--- config.mk ---
export PLATFORM = sky130hd
export DESIGN_NAME = rail_enable_override_pg_delay
export DESIGN_NICKNAME = d
export VERILOG_FILES = /design/src/rail_pkg.sv /design/src/rail_enable_override_pg_delay.sv /design/src/good_delay_timer.sv
export SDC_FILE = /design/constraint.sdc
export NUM_CORES = 1
export LEC_CHECK = 0
export BUFFER_PORTS_ARGS = -buffer_cell sky130_fd_sc_hd__buf_2
export CAP_MARGIN = 10
export CORE_MARGIN = 8
export CORE_UTILIZATION = 51
export DETAILED_ROUTE_END_ITERATION = 7
export HOLD_SLACK_MARGIN = 0.15
export PLACE_DENSITY = 0.73
export SETUP_SLACK_MARGIN = 0.15
export SLEW_MARGIN = 20
export SYNTH_ARGS = -nofsm -noshare
export SYNTH_HDL_FRONTEND = slang
export SYNTH_SLANG_ARGS = --single-unit
--- constraint.sdc ---
create_clock -name CLK_I -period 3.2 [get_ports CLK_I]
set_input_delay 0 -clock CLK_I [delete_from_list [all_inputs] [get_ports CLK_I]]
set_output_delay 0 -clock CLK_I [all_outputs]
set_load 0.005 [all_outputs]
--- src/rail_pkg.sv ---
// Shared constants and carrier types for the rail enable and good-delay block
package rail_pkg;

  // ------------------------------------------------------------------
  // Register offsets
  // ------------------------------------------------------------------
  localparam logic [7:0] STEP_CTRL_OFS = 8'h9c;
  localparam logic [7:0] GOOD_DELAY_OFS = 8'h9d;
  localparam logic [7:0] DISABLE_OFS = 8'h9f;
  localparam logic [7:0] OVERRIDE_ONE_OFS = 8'ha0;
  localparam logic [7:0] OVERRIDE_TWO_OFS = 8'ha1;

  // ------------------------------------------------------------------
  // Field positions
  // ------------------------------------------------------------------
  localparam int TWO_DLY_LSB = 5;
  localparam int FOUR_DLY_LSB = 2;
  localparam int ONE_DLY_LSB = 0;
  localparam int SHARED_DIS_BIT = 7;
  localparam int SWITCH_B_ONE_DIS_BIT = 6;
  localparam int SWITCH_A_ONE_DIS_BIT = 5;
  localparam int TERM_DIS_BIT = 4;
  localparam int LINEAR_A_TWO_ON_BIT = 7;
  localparam int SWITCH_A_ONE_ON_BIT = 6;
  localparam int TERM_ON_BIT = 3;
  localparam int SHARED_ON_BIT = 2;
  localparam int SWITCH_B_ONE_ON_BIT = 1;

  // ------------------------------------------------------------------
  // Reset values and masks
  // ------------------------------------------------------------------
  localparam logic [7:0] GOOD_DELAY_RST = 8'h00;
  localparam logic [7:0] DISABLE_RST = 8'hf0;
  localparam logic [7:0] OVERRIDE_ONE_RST = 8'h00;
  localparam logic [2:0] STEP_DIS_RST = 3'h7;
  localparam logic [2:0] OVERRIDE_TWO_RST = 3'h0;
  localparam logic [7:0] READ_ZERO = 8'h00;

  // ------------------------------------------------------------------
  // Rails: 0..5 step-down one..six, then the rest
  // ------------------------------------------------------------------
  localparam int RAILS = 11;
  localparam int RAIL_SWITCH_A_ONE = 6;
  localparam int RAIL_LINEAR_A_TWO = 7;
  localparam int RAIL_SWITCH_B_ONE = 8;
  localparam int RAIL_SHARED = 9;
  localparam int RAIL_TERM = 10;

  // ------------------------------------------------------------------
  // Timing
  // ------------------------------------------------------------------
  localparam int CLK_PERIOD_NS = 100;
  localparam int MS_NS = 1000000;
  localparam int MS_CYCLES = MS_NS / CLK_PERIOD_NS;
  localparam logic [6:0] DLY_0_MS = 7'h00;
  localparam logic [6:0] DLY_5_MS = 7'h05;
  localparam logic [6:0] DLY_10_MS = 7'h0a;
  localparam logic [6:0] DLY_15_MS = 7'h0f;
  localparam logic [6:0] DLY_20_MS = 7'h14;
  localparam logic [6:0] DLY_50_MS = 7'h32;
  localparam logic [6:0] DLY_100_MS = 7'h64;

  // Register port request
  typedef struct packed {
    logic wr;
    logic rd;
    logic [7:0] addr;
    logic [7:0] wdata;
  } reg_req_s;

endpackage

--- src/rail_enable_override_pg_delay.sv ---
// Rail enable override, disable and power-good delay logic
`timescale 1ns/10ps
`default_nettype none
module rail_enable_override_pg_delay #(
  parameter int TICK_CYCLES = rail_pkg::MS_CYCLES
) (
  input wire logic CLK_I,
  input wire logic RESETN_I,
  input wire rail_pkg::reg_req_s REG_REQ_I,
  output logic [7:0] REG_RDATA_O,
  input wire logic [10:0] RAIL_IN_RANGE_I,
  input wire logic [10:0] RAIL_FOLLOW_I,
  input wire logic [10:0] GROUP_ONE_I,
  input wire logic [10:0] GROUP_TWO_I,
  input wire logic [10:0] GROUP_FOUR_I,
  input wire logic [2:0] OUT_SW_MODE_I,
  input wire logic [2:0] OUT_SW_LEVEL_I,
  input wire logic OUT_TWO_TERM_USE_I,
  output logic [2:0] OUT_PIN_O,
  output logic TERM_GOOD_O,
  output logic [10:0] RAIL_EN_O
);

  // ------------------------------------------------------------------
  // Registers
  // ------------------------------------------------------------------
  logic [7:0] delay_q;
  logic [7:0] disable_q;
  logic [7:0] override_q;
  logic [2:0] step_dis_q;
  logic [2:0] override_two_q;
  logic [10:0] range_s1_q;
  logic [10:0] range_s2_q;
  logic [10:0] follow_s1_q;
  logic [10:0] follow_s2_q;

  // Decode of the register port
  logic wr_delay;
  logic wr_disable;
  logic wr_override;
  logic wr_step;
  logic wr_override_two;
  logic [7:0] rdata_d;
  assign wr_delay = REG_REQ_I.wr && REG_REQ_I.addr == rail_pkg::GOOD_DELAY_OFS;
  assign wr_disable = REG_REQ_I.wr && REG_REQ_I.addr == rail_pkg::DISABLE_OFS;
  assign wr_override =
    REG_REQ_I.wr && REG_REQ_I.addr == rail_pkg::OVERRIDE_ONE_OFS;
  assign wr_step = REG_REQ_I.wr && REG_REQ_I.addr == rail_pkg::STEP_CTRL_OFS;
  assign wr_override_two =
    REG_REQ_I.wr && REG_REQ_I.addr == rail_pkg::OVERRIDE_TWO_OFS;

  // Read mux; unmapped offsets and unheld bits read zero
  assign rdata_d =
    (REG_REQ_I.addr == rail_pkg::GOOD_DELAY_OFS) ? delay_q :
    (REG_REQ_I.addr == rail_pkg::DISABLE_OFS) ? disable_q :
    (REG_REQ_I.addr == rail_pkg::OVERRIDE_ONE_OFS) ? override_q :
    (REG_REQ_I.addr == rail_pkg::STEP_CTRL_OFS) ? {5'h00, step_dis_q} :
    (REG_REQ_I.addr == rail_pkg::OVERRIDE_TWO_OFS) ?
      {4'h0, override_two_q, 1'b0} : rail_pkg::READ_ZERO;

  // Register writes; reserved disable bits are stored as written
  always_ff @(posedge CLK_I) begin
    if (!RESETN_I) begin
      delay_q <= rail_pkg::GOOD_DELAY_RST;
      disable_q <= rail_pkg::DISABLE_RST;
      override_q <= rail_pkg::OVERRIDE_ONE_RST;
      step_dis_q <= rail_pkg::STEP_DIS_RST;
      override_two_q <= rail_pkg::OVERRIDE_TWO_RST;
    end else begin
      if (wr_delay) delay_q <= REG_REQ_I.wdata;
      if (wr_disable) disable_q <= REG_REQ_I.wdata;
      if (wr_override) override_q <= REG_REQ_I.wdata;
      if (wr_step) step_dis_q <= REG_REQ_I.wdata[2:0];
      if (wr_override_two) override_two_q <= REG_REQ_I.wdata[3:1];
    end
  end

  // Read data is held until the next read
  always_ff @(posedge CLK_I) begin
    if (!RESETN_I) begin
      REG_RDATA_O <= rail_pkg::READ_ZERO;
    end else if (REG_REQ_I.rd) begin
      REG_RDATA_O <= rdata_d;
    end
  end

  // ------------------------------------------------------------------
  // Pin synchronisers: regulator comparators and control pins are async
  // ------------------------------------------------------------------
  always_ff @(posedge CLK_I) begin
    if (!RESETN_I) begin
      range_s1_q <= 11'h000;
      range_s2_q <= 11'h000;
      follow_s1_q <= 11'h000;
      follow_s2_q <= 11'h000;
    end else begin
      range_s1_q <= RAIL_IN_RANGE_I;
      range_s2_q <= range_s1_q;
      follow_s1_q <= RAIL_FOLLOW_I;
      follow_s2_q <= follow_s1_q;
    end
  end

  // ------------------------------------------------------------------
  // Rail enables: disable beats override, override beats the pin
  // ------------------------------------------------------------------
  logic [10:0] allow;
  logic [10:0] force_on;
  logic [10:0] rail_en_d;
  // Step-down four..six and linear a two have no disable bit here
  assign allow = {disable_q[rail_pkg::TERM_DIS_BIT],
                  disable_q[rail_pkg::SHARED_DIS_BIT],
                  disable_q[rail_pkg::SWITCH_B_ONE_DIS_BIT],
                  1'b1,
                  disable_q[rail_pkg::SWITCH_A_ONE_DIS_BIT],
                  3'h7,
                  step_dis_q};
  assign force_on = {override_two_q[rail_pkg::TERM_ON_BIT - 1],
                     override_two_q[rail_pkg::SHARED_ON_BIT - 1],
                     override_two_q[rail_pkg::SWITCH_B_ONE_ON_BIT - 1],
                     override_q[rail_pkg::LINEAR_A_TWO_ON_BIT],
                     override_q[rail_pkg::SWITCH_A_ONE_ON_BIT],
                     override_q[5:0]};
  assign rail_en_d = allow & (force_on | follow_s2_q);

  // Registered so the regulator enables never glitch
  always_ff @(posedge CLK_I) begin
    if (!RESETN_I) begin
      RAIL_EN_O <= 11'h000;
    end else begin
      RAIL_EN_O <= rail_en_d;
    end
  end

  // ------------------------------------------------------------------
  // Delay code decode
  // ------------------------------------------------------------------
  logic [2:0] code_two;
  logic [2:0] code_four;
  logic [1:0] code_one;
  logic [6:0] ms_two;
  logic [6:0] ms_four;
  logic [6:0] ms_one;
  assign code_two = delay_q[rail_pkg::TWO_DLY_LSB +: 3];
  assign code_four = delay_q[rail_pkg::FOUR_DLY_LSB +: 3];
  assign code_one = delay_q[rail_pkg::ONE_DLY_LSB +: 2];
  // Codes 101 and 110 fall through to zero
  assign ms_two =
    (code_two == 3'h1) ? rail_pkg::DLY_5_MS :
    (code_two == 3'h2) ? rail_pkg::DLY_10_MS :
    (code_two == 3'h3) ? rail_pkg::DLY_15_MS :
    (code_two == 3'h4) ? rail_pkg::DLY_20_MS :
    (code_two == 3'h7) ? rail_pkg::DLY_50_MS : rail_pkg::DLY_0_MS;
  // Code 010 taken as 10 ms; 110 falls through to zero
  assign ms_four =
    (code_four == 3'h1) ? rail_pkg::DLY_5_MS :
    (code_four == 3'h2) ? rail_pkg::DLY_10_MS :
    (code_four == 3'h3) ? rail_pkg::DLY_15_MS :
    (code_four == 3'h4) ? rail_pkg::DLY_20_MS :
    (code_four == 3'h5) ? rail_pkg::DLY_50_MS :
    (code_four == 3'h7) ? rail_pkg::DLY_100_MS : rail_pkg::DLY_0_MS;
  assign ms_one =
    (code_one == 2'h1) ? rail_pkg::DLY_5_MS :
    (code_one == 2'h2) ? rail_pkg::DLY_10_MS :
    (code_one == 2'h3) ? rail_pkg::DLY_15_MS : rail_pkg::DLY_0_MS;

  // ------------------------------------------------------------------
  // Good timers, one per output: index 0 one, 1 two, 2 four
  // ------------------------------------------------------------------
  logic [2:0] group_good;
  logic [2:0] clear;
  logic [2:0] timed_good;
  logic [6:0] ms_sel [3];
  logic [2:0] pin_d;
  assign group_good = {&(range_s2_q | ~GROUP_FOUR_I),
                       &(range_s2_q | ~GROUP_TWO_I),
                       &(range_s2_q | ~GROUP_ONE_I)};
  assign ms_sel[0] = ms_one;
  assign ms_sel[1] = ms_two;
  assign ms_sel[2] = ms_four;
  // Output two keeps timing when it also gates the termination rail
  assign clear = ~group_good |
                 (OUT_SW_MODE_I & {1'b1, ~OUT_TWO_TERM_USE_I, 1'b1});

  generate
    for (genvar g = 0; g < 3; g++) begin : g_out
      good_delay_timer #(
        .TICK_CYCLES(TICK_CYCLES)
      ) u_timer (
        .clk_i(CLK_I),
        .resetn_i(RESETN_I),
        .clear_i(clear[g]),
        .delay_ms_i(ms_sel[g]),
        .good_o(timed_good[g])
      );
    end
  endgenerate

  // Software level replaces the timed good in software mode
  assign pin_d = (OUT_SW_MODE_I & OUT_SW_LEVEL_I) |
                 (~OUT_SW_MODE_I & timed_good);

  always_ff @(posedge CLK_I) begin
    if (!RESETN_I) begin
      OUT_PIN_O <= 3'h0;
    end else begin
      OUT_PIN_O <= pin_d;
    end
  end

  assign TERM_GOOD_O = timed_good[1];

  // ------------------------------------------------------------------
  // Checks
  // ------------------------------------------------------------------
  property p_shared_off;
    @(posedge CLK_I) disable iff (!RESETN_I)
      !disable_q[rail_pkg::SHARED_DIS_BIT]
      |=> !RAIL_EN_O[rail_pkg::RAIL_SHARED];
  endproperty
  a_shared_off: assert property (p_shared_off)
    else $error("shared rail on while disabled");
  property p_switch_b_one_off;
    @(posedge CLK_I) disable iff (!RESETN_I)
      !disable_q[rail_pkg::SWITCH_B_ONE_DIS_BIT]
      |=> !RAIL_EN_O[rail_pkg::RAIL_SWITCH_B_ONE];
  endproperty
  a_switch_b_one_off: assert property (p_switch_b_one_off)
    else $error("switch b one on while disabled");
  property p_term_off;
    @(posedge CLK_I) disable iff (!RESETN_I)
      !disable_q[rail_pkg::TERM_DIS_BIT] |=> !RAIL_EN_O[rail_pkg::RAIL_TERM];
  endproperty
  a_term_off: assert property (p_term_off)
    else $error("termination on while disabled");
  property p_linear_a_two_force;
    @(posedge CLK_I) disable iff (!RESETN_I)
      override_q[rail_pkg::LINEAR_A_TWO_ON_BIT]
      |=> RAIL_EN_O[rail_pkg::RAIL_LINEAR_A_TWO];
  endproperty
  a_linear_a_two_force: assert property (p_linear_a_two_force)
    else $error("linear a two not forced on");
  property p_switch_a_one_force;
    @(posedge CLK_I) disable iff (!RESETN_I)
      override_q[rail_pkg::SWITCH_A_ONE_ON_BIT] &&
      disable_q[rail_pkg::SWITCH_A_ONE_DIS_BIT]
      |=> RAIL_EN_O[rail_pkg::RAIL_SWITCH_A_ONE];
  endproperty
  a_switch_a_one_force: assert property (p_switch_a_one_force)
    else $error("switch a one not forced on");
  property p_step_force;
    @(posedge CLK_I) disable iff (!RESETN_I)
      override_q[5] |=> RAIL_EN_O[5];
  endproperty
  a_step_force: assert property (p_step_force)
    else $error("step-down six not forced on");
  property p_step_dis;
    @(posedge CLK_I) disable iff (!RESETN_I)
      !step_dis_q[2] |=> !RAIL_EN_O[2];
  endproperty
  a_step_dis: assert property (p_step_dis)
    else $error("step-down three on while disabled");
  property p_follow;
    @(posedge CLK_I) disable iff (!RESETN_I)
      !override_q[0] && step_dis_q[0]
      |=> RAIL_EN_O[0] == $past(follow_s2_q[0]);
  endproperty
  a_follow: assert property (p_follow)
    else $error("step-down one ignored its control pin");

  property p_undef_zero;
    @(posedge CLK_I) disable iff (!RESETN_I)
      code_two == 3'h5 || code_two == 3'h6 |-> ms_two == rail_pkg::DLY_0_MS;
  endproperty
  a_undef_zero: assert property (p_undef_zero)
    else $error("undefined delay code gave nonzero delay");

endmodule // rail_enable_override_pg_delay
`default_nettype wire

--- src/good_delay_timer.sv ---
// Power-good delay timer for one general output
`timescale 1ns/10ps
`default_nettype none
module good_delay_timer #(
  parameter int TICK_CYCLES = rail_pkg::MS_CYCLES
) (
  input wire logic clk_i,
  input wire logic resetn_i,
  input wire logic clear_i,
  input wire logic [6:0] delay_ms_i,
  output logic good_o
);

  logic [15:0] sub_q;
  logic [6:0] ms_q;
  logic tick;
  logic done;

  // ------------------------------------------------------------------
  // Millisecond divider, restarted with the timer for an exact start
  // ------------------------------------------------------------------
  assign tick = (sub_q == 16'(TICK_CYCLES - 1));
  assign done = (ms_q >= delay_ms_i);

  // Sub-millisecond count
  always_ff @(posedge clk_i) begin
    if (!resetn_i || clear_i || tick) begin
      sub_q <= 16'h0000;
    end else begin
      sub_q <= sub_q + 16'h0001;
    end
  end

  // Timing starts only once every grouped rail is in range
  always_ff @(posedge clk_i) begin
    if (!resetn_i || clear_i) begin
      ms_q <= 7'h00;
      good_o <= 1'b0;
    end else if (done) begin
      good_o <= 1'b1;
    end else if (tick) begin
      ms_q <= ms_q + 7'h01;
    end
  end

  // ------------------------------------------------------------------
  // Checks
  // ------------------------------------------------------------------
  property p_clear_drops;
    @(posedge clk_i) disable iff (!resetn_i) clear_i |=> !good_o;
  endproperty
  a_clear_drops: assert property (p_clear_drops)
    else $error("good stayed up while rails out of range");

  property p_rise_cause;
    @(posedge clk_i) disable iff (!resetn_i)
      $rose(good_o) |-> !$past(clear_i) && $past(ms_q) >= $past(delay_ms_i);
  endproperty
  a_rise_cause: assert property (p_rise_cause)
    else $error("good rose before its delay elapsed");

  property p_zero_fast;
    @(posedge clk_i) disable iff (!resetn_i)
      (!clear_i && delay_ms_i == 7'h00) |=> good_o;
  endproperty
  a_zero_fast: assert property (p_zero_fast)
    else $error("zero delay did not assert good next cycle");

endmodule // good_delay_timer
`default_nettype wire

==> results by group <==
Synth
  • Netlist cell types: 56
  • Seq/Total Area, Yosys: 0.4767
  • Combinational family with the most area after synthesis: simple AND/OR/NAND/NOR gates
  • Warnings from Yosys: 0
  • Number of synthesized flops with an enable pin: 0
  • Post-Synth Adder-Cell Area: 0.04079
  • Yosys top cell area share: 0.4767
  • Syn Area/Cell: 9.271 µm²
  • Synth Flop Type: dfxtp_1
  • Synth Area in Simple Gates: 0.2435
  • Synth Instances: 761
  • Cell area after synthesis: 7056 µm²
  • Post-Synth XOR/XNOR Area: 0.05959
  • Synth top cells by count: dfxtp_1 (168), nor2_1 (79), nand2_1 (60)
  • Synth Net Count: 866
  • Post-synth ARST share: 0
  • Synth top area cells: dfxtp_1 (48%), nor2_1 (4.2%), and2_1 (4.1%)
  • Most frequent cell after synthesis: dfxtp_1
  • #FFs+latches synth: 168
  • Synth Area in Compound Gates: 0.1202
  • Post-synthesis mux area share: 0.02837
  • Largest area contributor in the netlist: dfxtp_1

Flow run
  • Max-cap violation count: 0

Floorplan
  • IO Count: 105
  • Die ar.: 17,850 µm²
  • Floorplan row count: 43
  • Core box area: 13,720 µm²
  • Die span in x: 133.6 µm
  • Die Y-Extent: 133.6 µm
  • Initial core utilization: 0.5143

Detailed routing
  • DR DRC count: 0
  • Metal3 WL: 636 µm
  • Via count: 5,822
  • DR vias/cell: 5.250
  • Metal-1 WL: 7.319 mm
  • Routed wire length: 16.44 mm
  • Top sig layer: met4
  • 1st-pass router iterations: 5
  • DR WL met2: 8.218 mm
  • Antenna viol nets, final: 0
  • Initial drt markers: 338
  • Per-cell routed wire length: 14.82 µm

Timing
  • RSZ-0062 raised after global routing: no
  • Slew @ Worst Pin: 0.6645 ns
  • Worst slew margin: 0.5456
  • Final worst-path cycle share: 0.7591
  • Setup TNS: 0 ns
  • Fin Clk Skew: 0.006788 ns
  • F_max: 411.7 MHz
  • # setup viols final: 0
  • Final Max Tran Viols: 0
  • Hold Vio Cnt, Final: 0
  • Period minus WS final: 2.429 ns

CTS
  • CTS clk-pin slew, worst paths: 0.06 ns
  • Max H-tree Level: 4
  • Clock Path Buffers: 2
  • Clk_lat worst skew: 0.42 ns
  • CTS Sinks: 168
  • CTS tree: built
  • # resized after CTS: 0
  • Root Driver: clkbuf_16
  • Inserted Clock Buffers: 17

Worst setup path
  • Startpoint types: register
  • Setup CP Type: reg2reg
  • Worst Path Required: 3.54 ns
  • CP Capture Type: register
  • Critical path peak fanout: 7
  • Crit path arrival time: 2.77 ns

Placement
  • Cell Area, Placed: 7764 µm²
  • # placed instances: 1,027
  • GP Congestion: 0.8291
  • # port buffers: 104
  • DP HPWL: 11.36 mm

Final layout
  • Nets: 1,024
  • Layout cells sized above 1: 0.1593
  • Finished Cell Area: 8892 µm²
  • Fin cells: 1,109
  • Ant diodes: 0
  • Area growth syn-to-layout: 26.03%

Power
  • Pwr/cell area: 499.8 nW/µm²
  • Pwr Total: 4.444 mW
  • Maximum VDD drop: 0.0003947 V
  • Pleak: 3.561 nW

Global routing
  • Vias in the first global route: 5,680
  • Remaining Overflow, GRT: 0
  • First-pass GRT wire length: 26.91 mm
  • Largest net degree at the start of global routing: 79
  • Initial antenna violation count: 0
  • GRT Total Usage: 0.1831

Worst hold path
  • Hold Crit Class: in2reg

Status
  • Outcome: complete, no violations
==> placed cells by master (no fill, tap or decap), types with 5 or more instances in the layout <==
master / n
nor2b_1: 35
nand4_1: 14
clkbuf_16: 17
and4_1: 6
dlygate4sd3_1: 53
nand2b_1: 9
and2_1: 46
nand2_1: 60
nor4_1: 6
ha_1: 23
o211a_1: 7
and3_1: 14
buf_2: 104
xnor2_1: 25
nor2_1: 79
buf_4: 8
o21a_1: 6
xor2_1: 23
mux2i_1: 20
a21boi_0: 17
a2111oi_0: 8
nand3_1: 33
o31ai_1: 5
nor3_1: 8
inv_1: 32
a21oi_1: 20
or4_1: 5
dfxtp_1: 168
o21ai_0: 15
==> metrics by stage <==
stage	setup slack (ns)	utilization	hold slack, ns
after global placement	0.8703	0.5659	0.2061
after CTS	0.7849	0.6482	0.1631
after detailed placement	0.8013	0.5659	0.2105
final	0.7709	0.6482	0.1532
after floorplan	0.8804	-	0.1251
after global routing	0.5787	0.6482	0.1916
==> layer usage <==
metal,GRT usage,vias to the layer above
li1,-,2953
met1,0.2152,2724
met2,0.3170,119
met3,0.04744,26
met4,0.06114,0
met5,0,-
==> cells by family (layout without fill, tap and decap cells) <==
family | Yosys count | count (layout)
multiplexers | 20 | 20
AND/OR/NAND/NOR | 330 | 330
buffers and inverters | 58 | 226
XOR/XNOR | 48 | 48
AO/OA/AOI/OAI | 114 | 114
adder cells (fa/ha/maj) | 23 | 23
flip-flops | 168 | 168
==> flip-flops by register name, summed over array words and instances, names as in the netlist, 8 cells and up <==
signal	count
RAIL_EN_O	11
delay_q	8
disable_q	8
range_s1_q	11
g_out.u_timer.sub_q	48
g_out.u_timer.ms_q	21
follow_s1_q	11
REG_RDATA_O	8
override_q	8
follow_s2_q	11
range_s2_q	11
==> report_power, final <==
group          internal, mW  total [mW]  switching [mW]
Combinational         0.121       0.205          0.0838
Clock                  1.31        2.10           0.790
Sequential             2.13        2.14          0.0130
Total                  3.56        4.44           0.887
==> cell type report <==
type	count	area, µm²
Sequential cell	168	3363
Multi-Input combinational cell	535	3475
Clock buffer	20	446.7
Timing Repair Buffer	165	1111
Clock inverter	9	151.4
Inverter	32	120.1
Fill cell	1075	4827
Tap cell	180	225.2
==> critical path: stages, from the launching register on <==
cell and delay, ns:
dfxtp_1 0.42, nor2b_1 0.25, xnor2_1 0.15, ha_1 0.26, a21o_1 0.16, a31oi_1 0.24
o211ai_1 0.28, or4_1 0.47, a21oi_1 0.14
==> worst paths after layout <==
kind,start,to,slack (ns),cells past startpoint
max,delay_q[4],g_out[2].u_timer.ms_q[5],0.77,8
min,GROUP_FOUR_I[9],g_out[2].u_timer.ms_q[5],0.15,4
max reg2reg,delay_q[4],g_out[2].u_timer.ms_q[5],0.77,8
min reg2reg,g_out[0].u_timer.ms_q[5],g_out[0].u_timer.ms_q[5],0.43,2
==> repair_timing <==
action,4_1_cts,5_1_grt
setup buffers,0,0
endpoints found under the hold margin,82,0
hold buffers,53,0
Power figures use the tool's default switching activity.
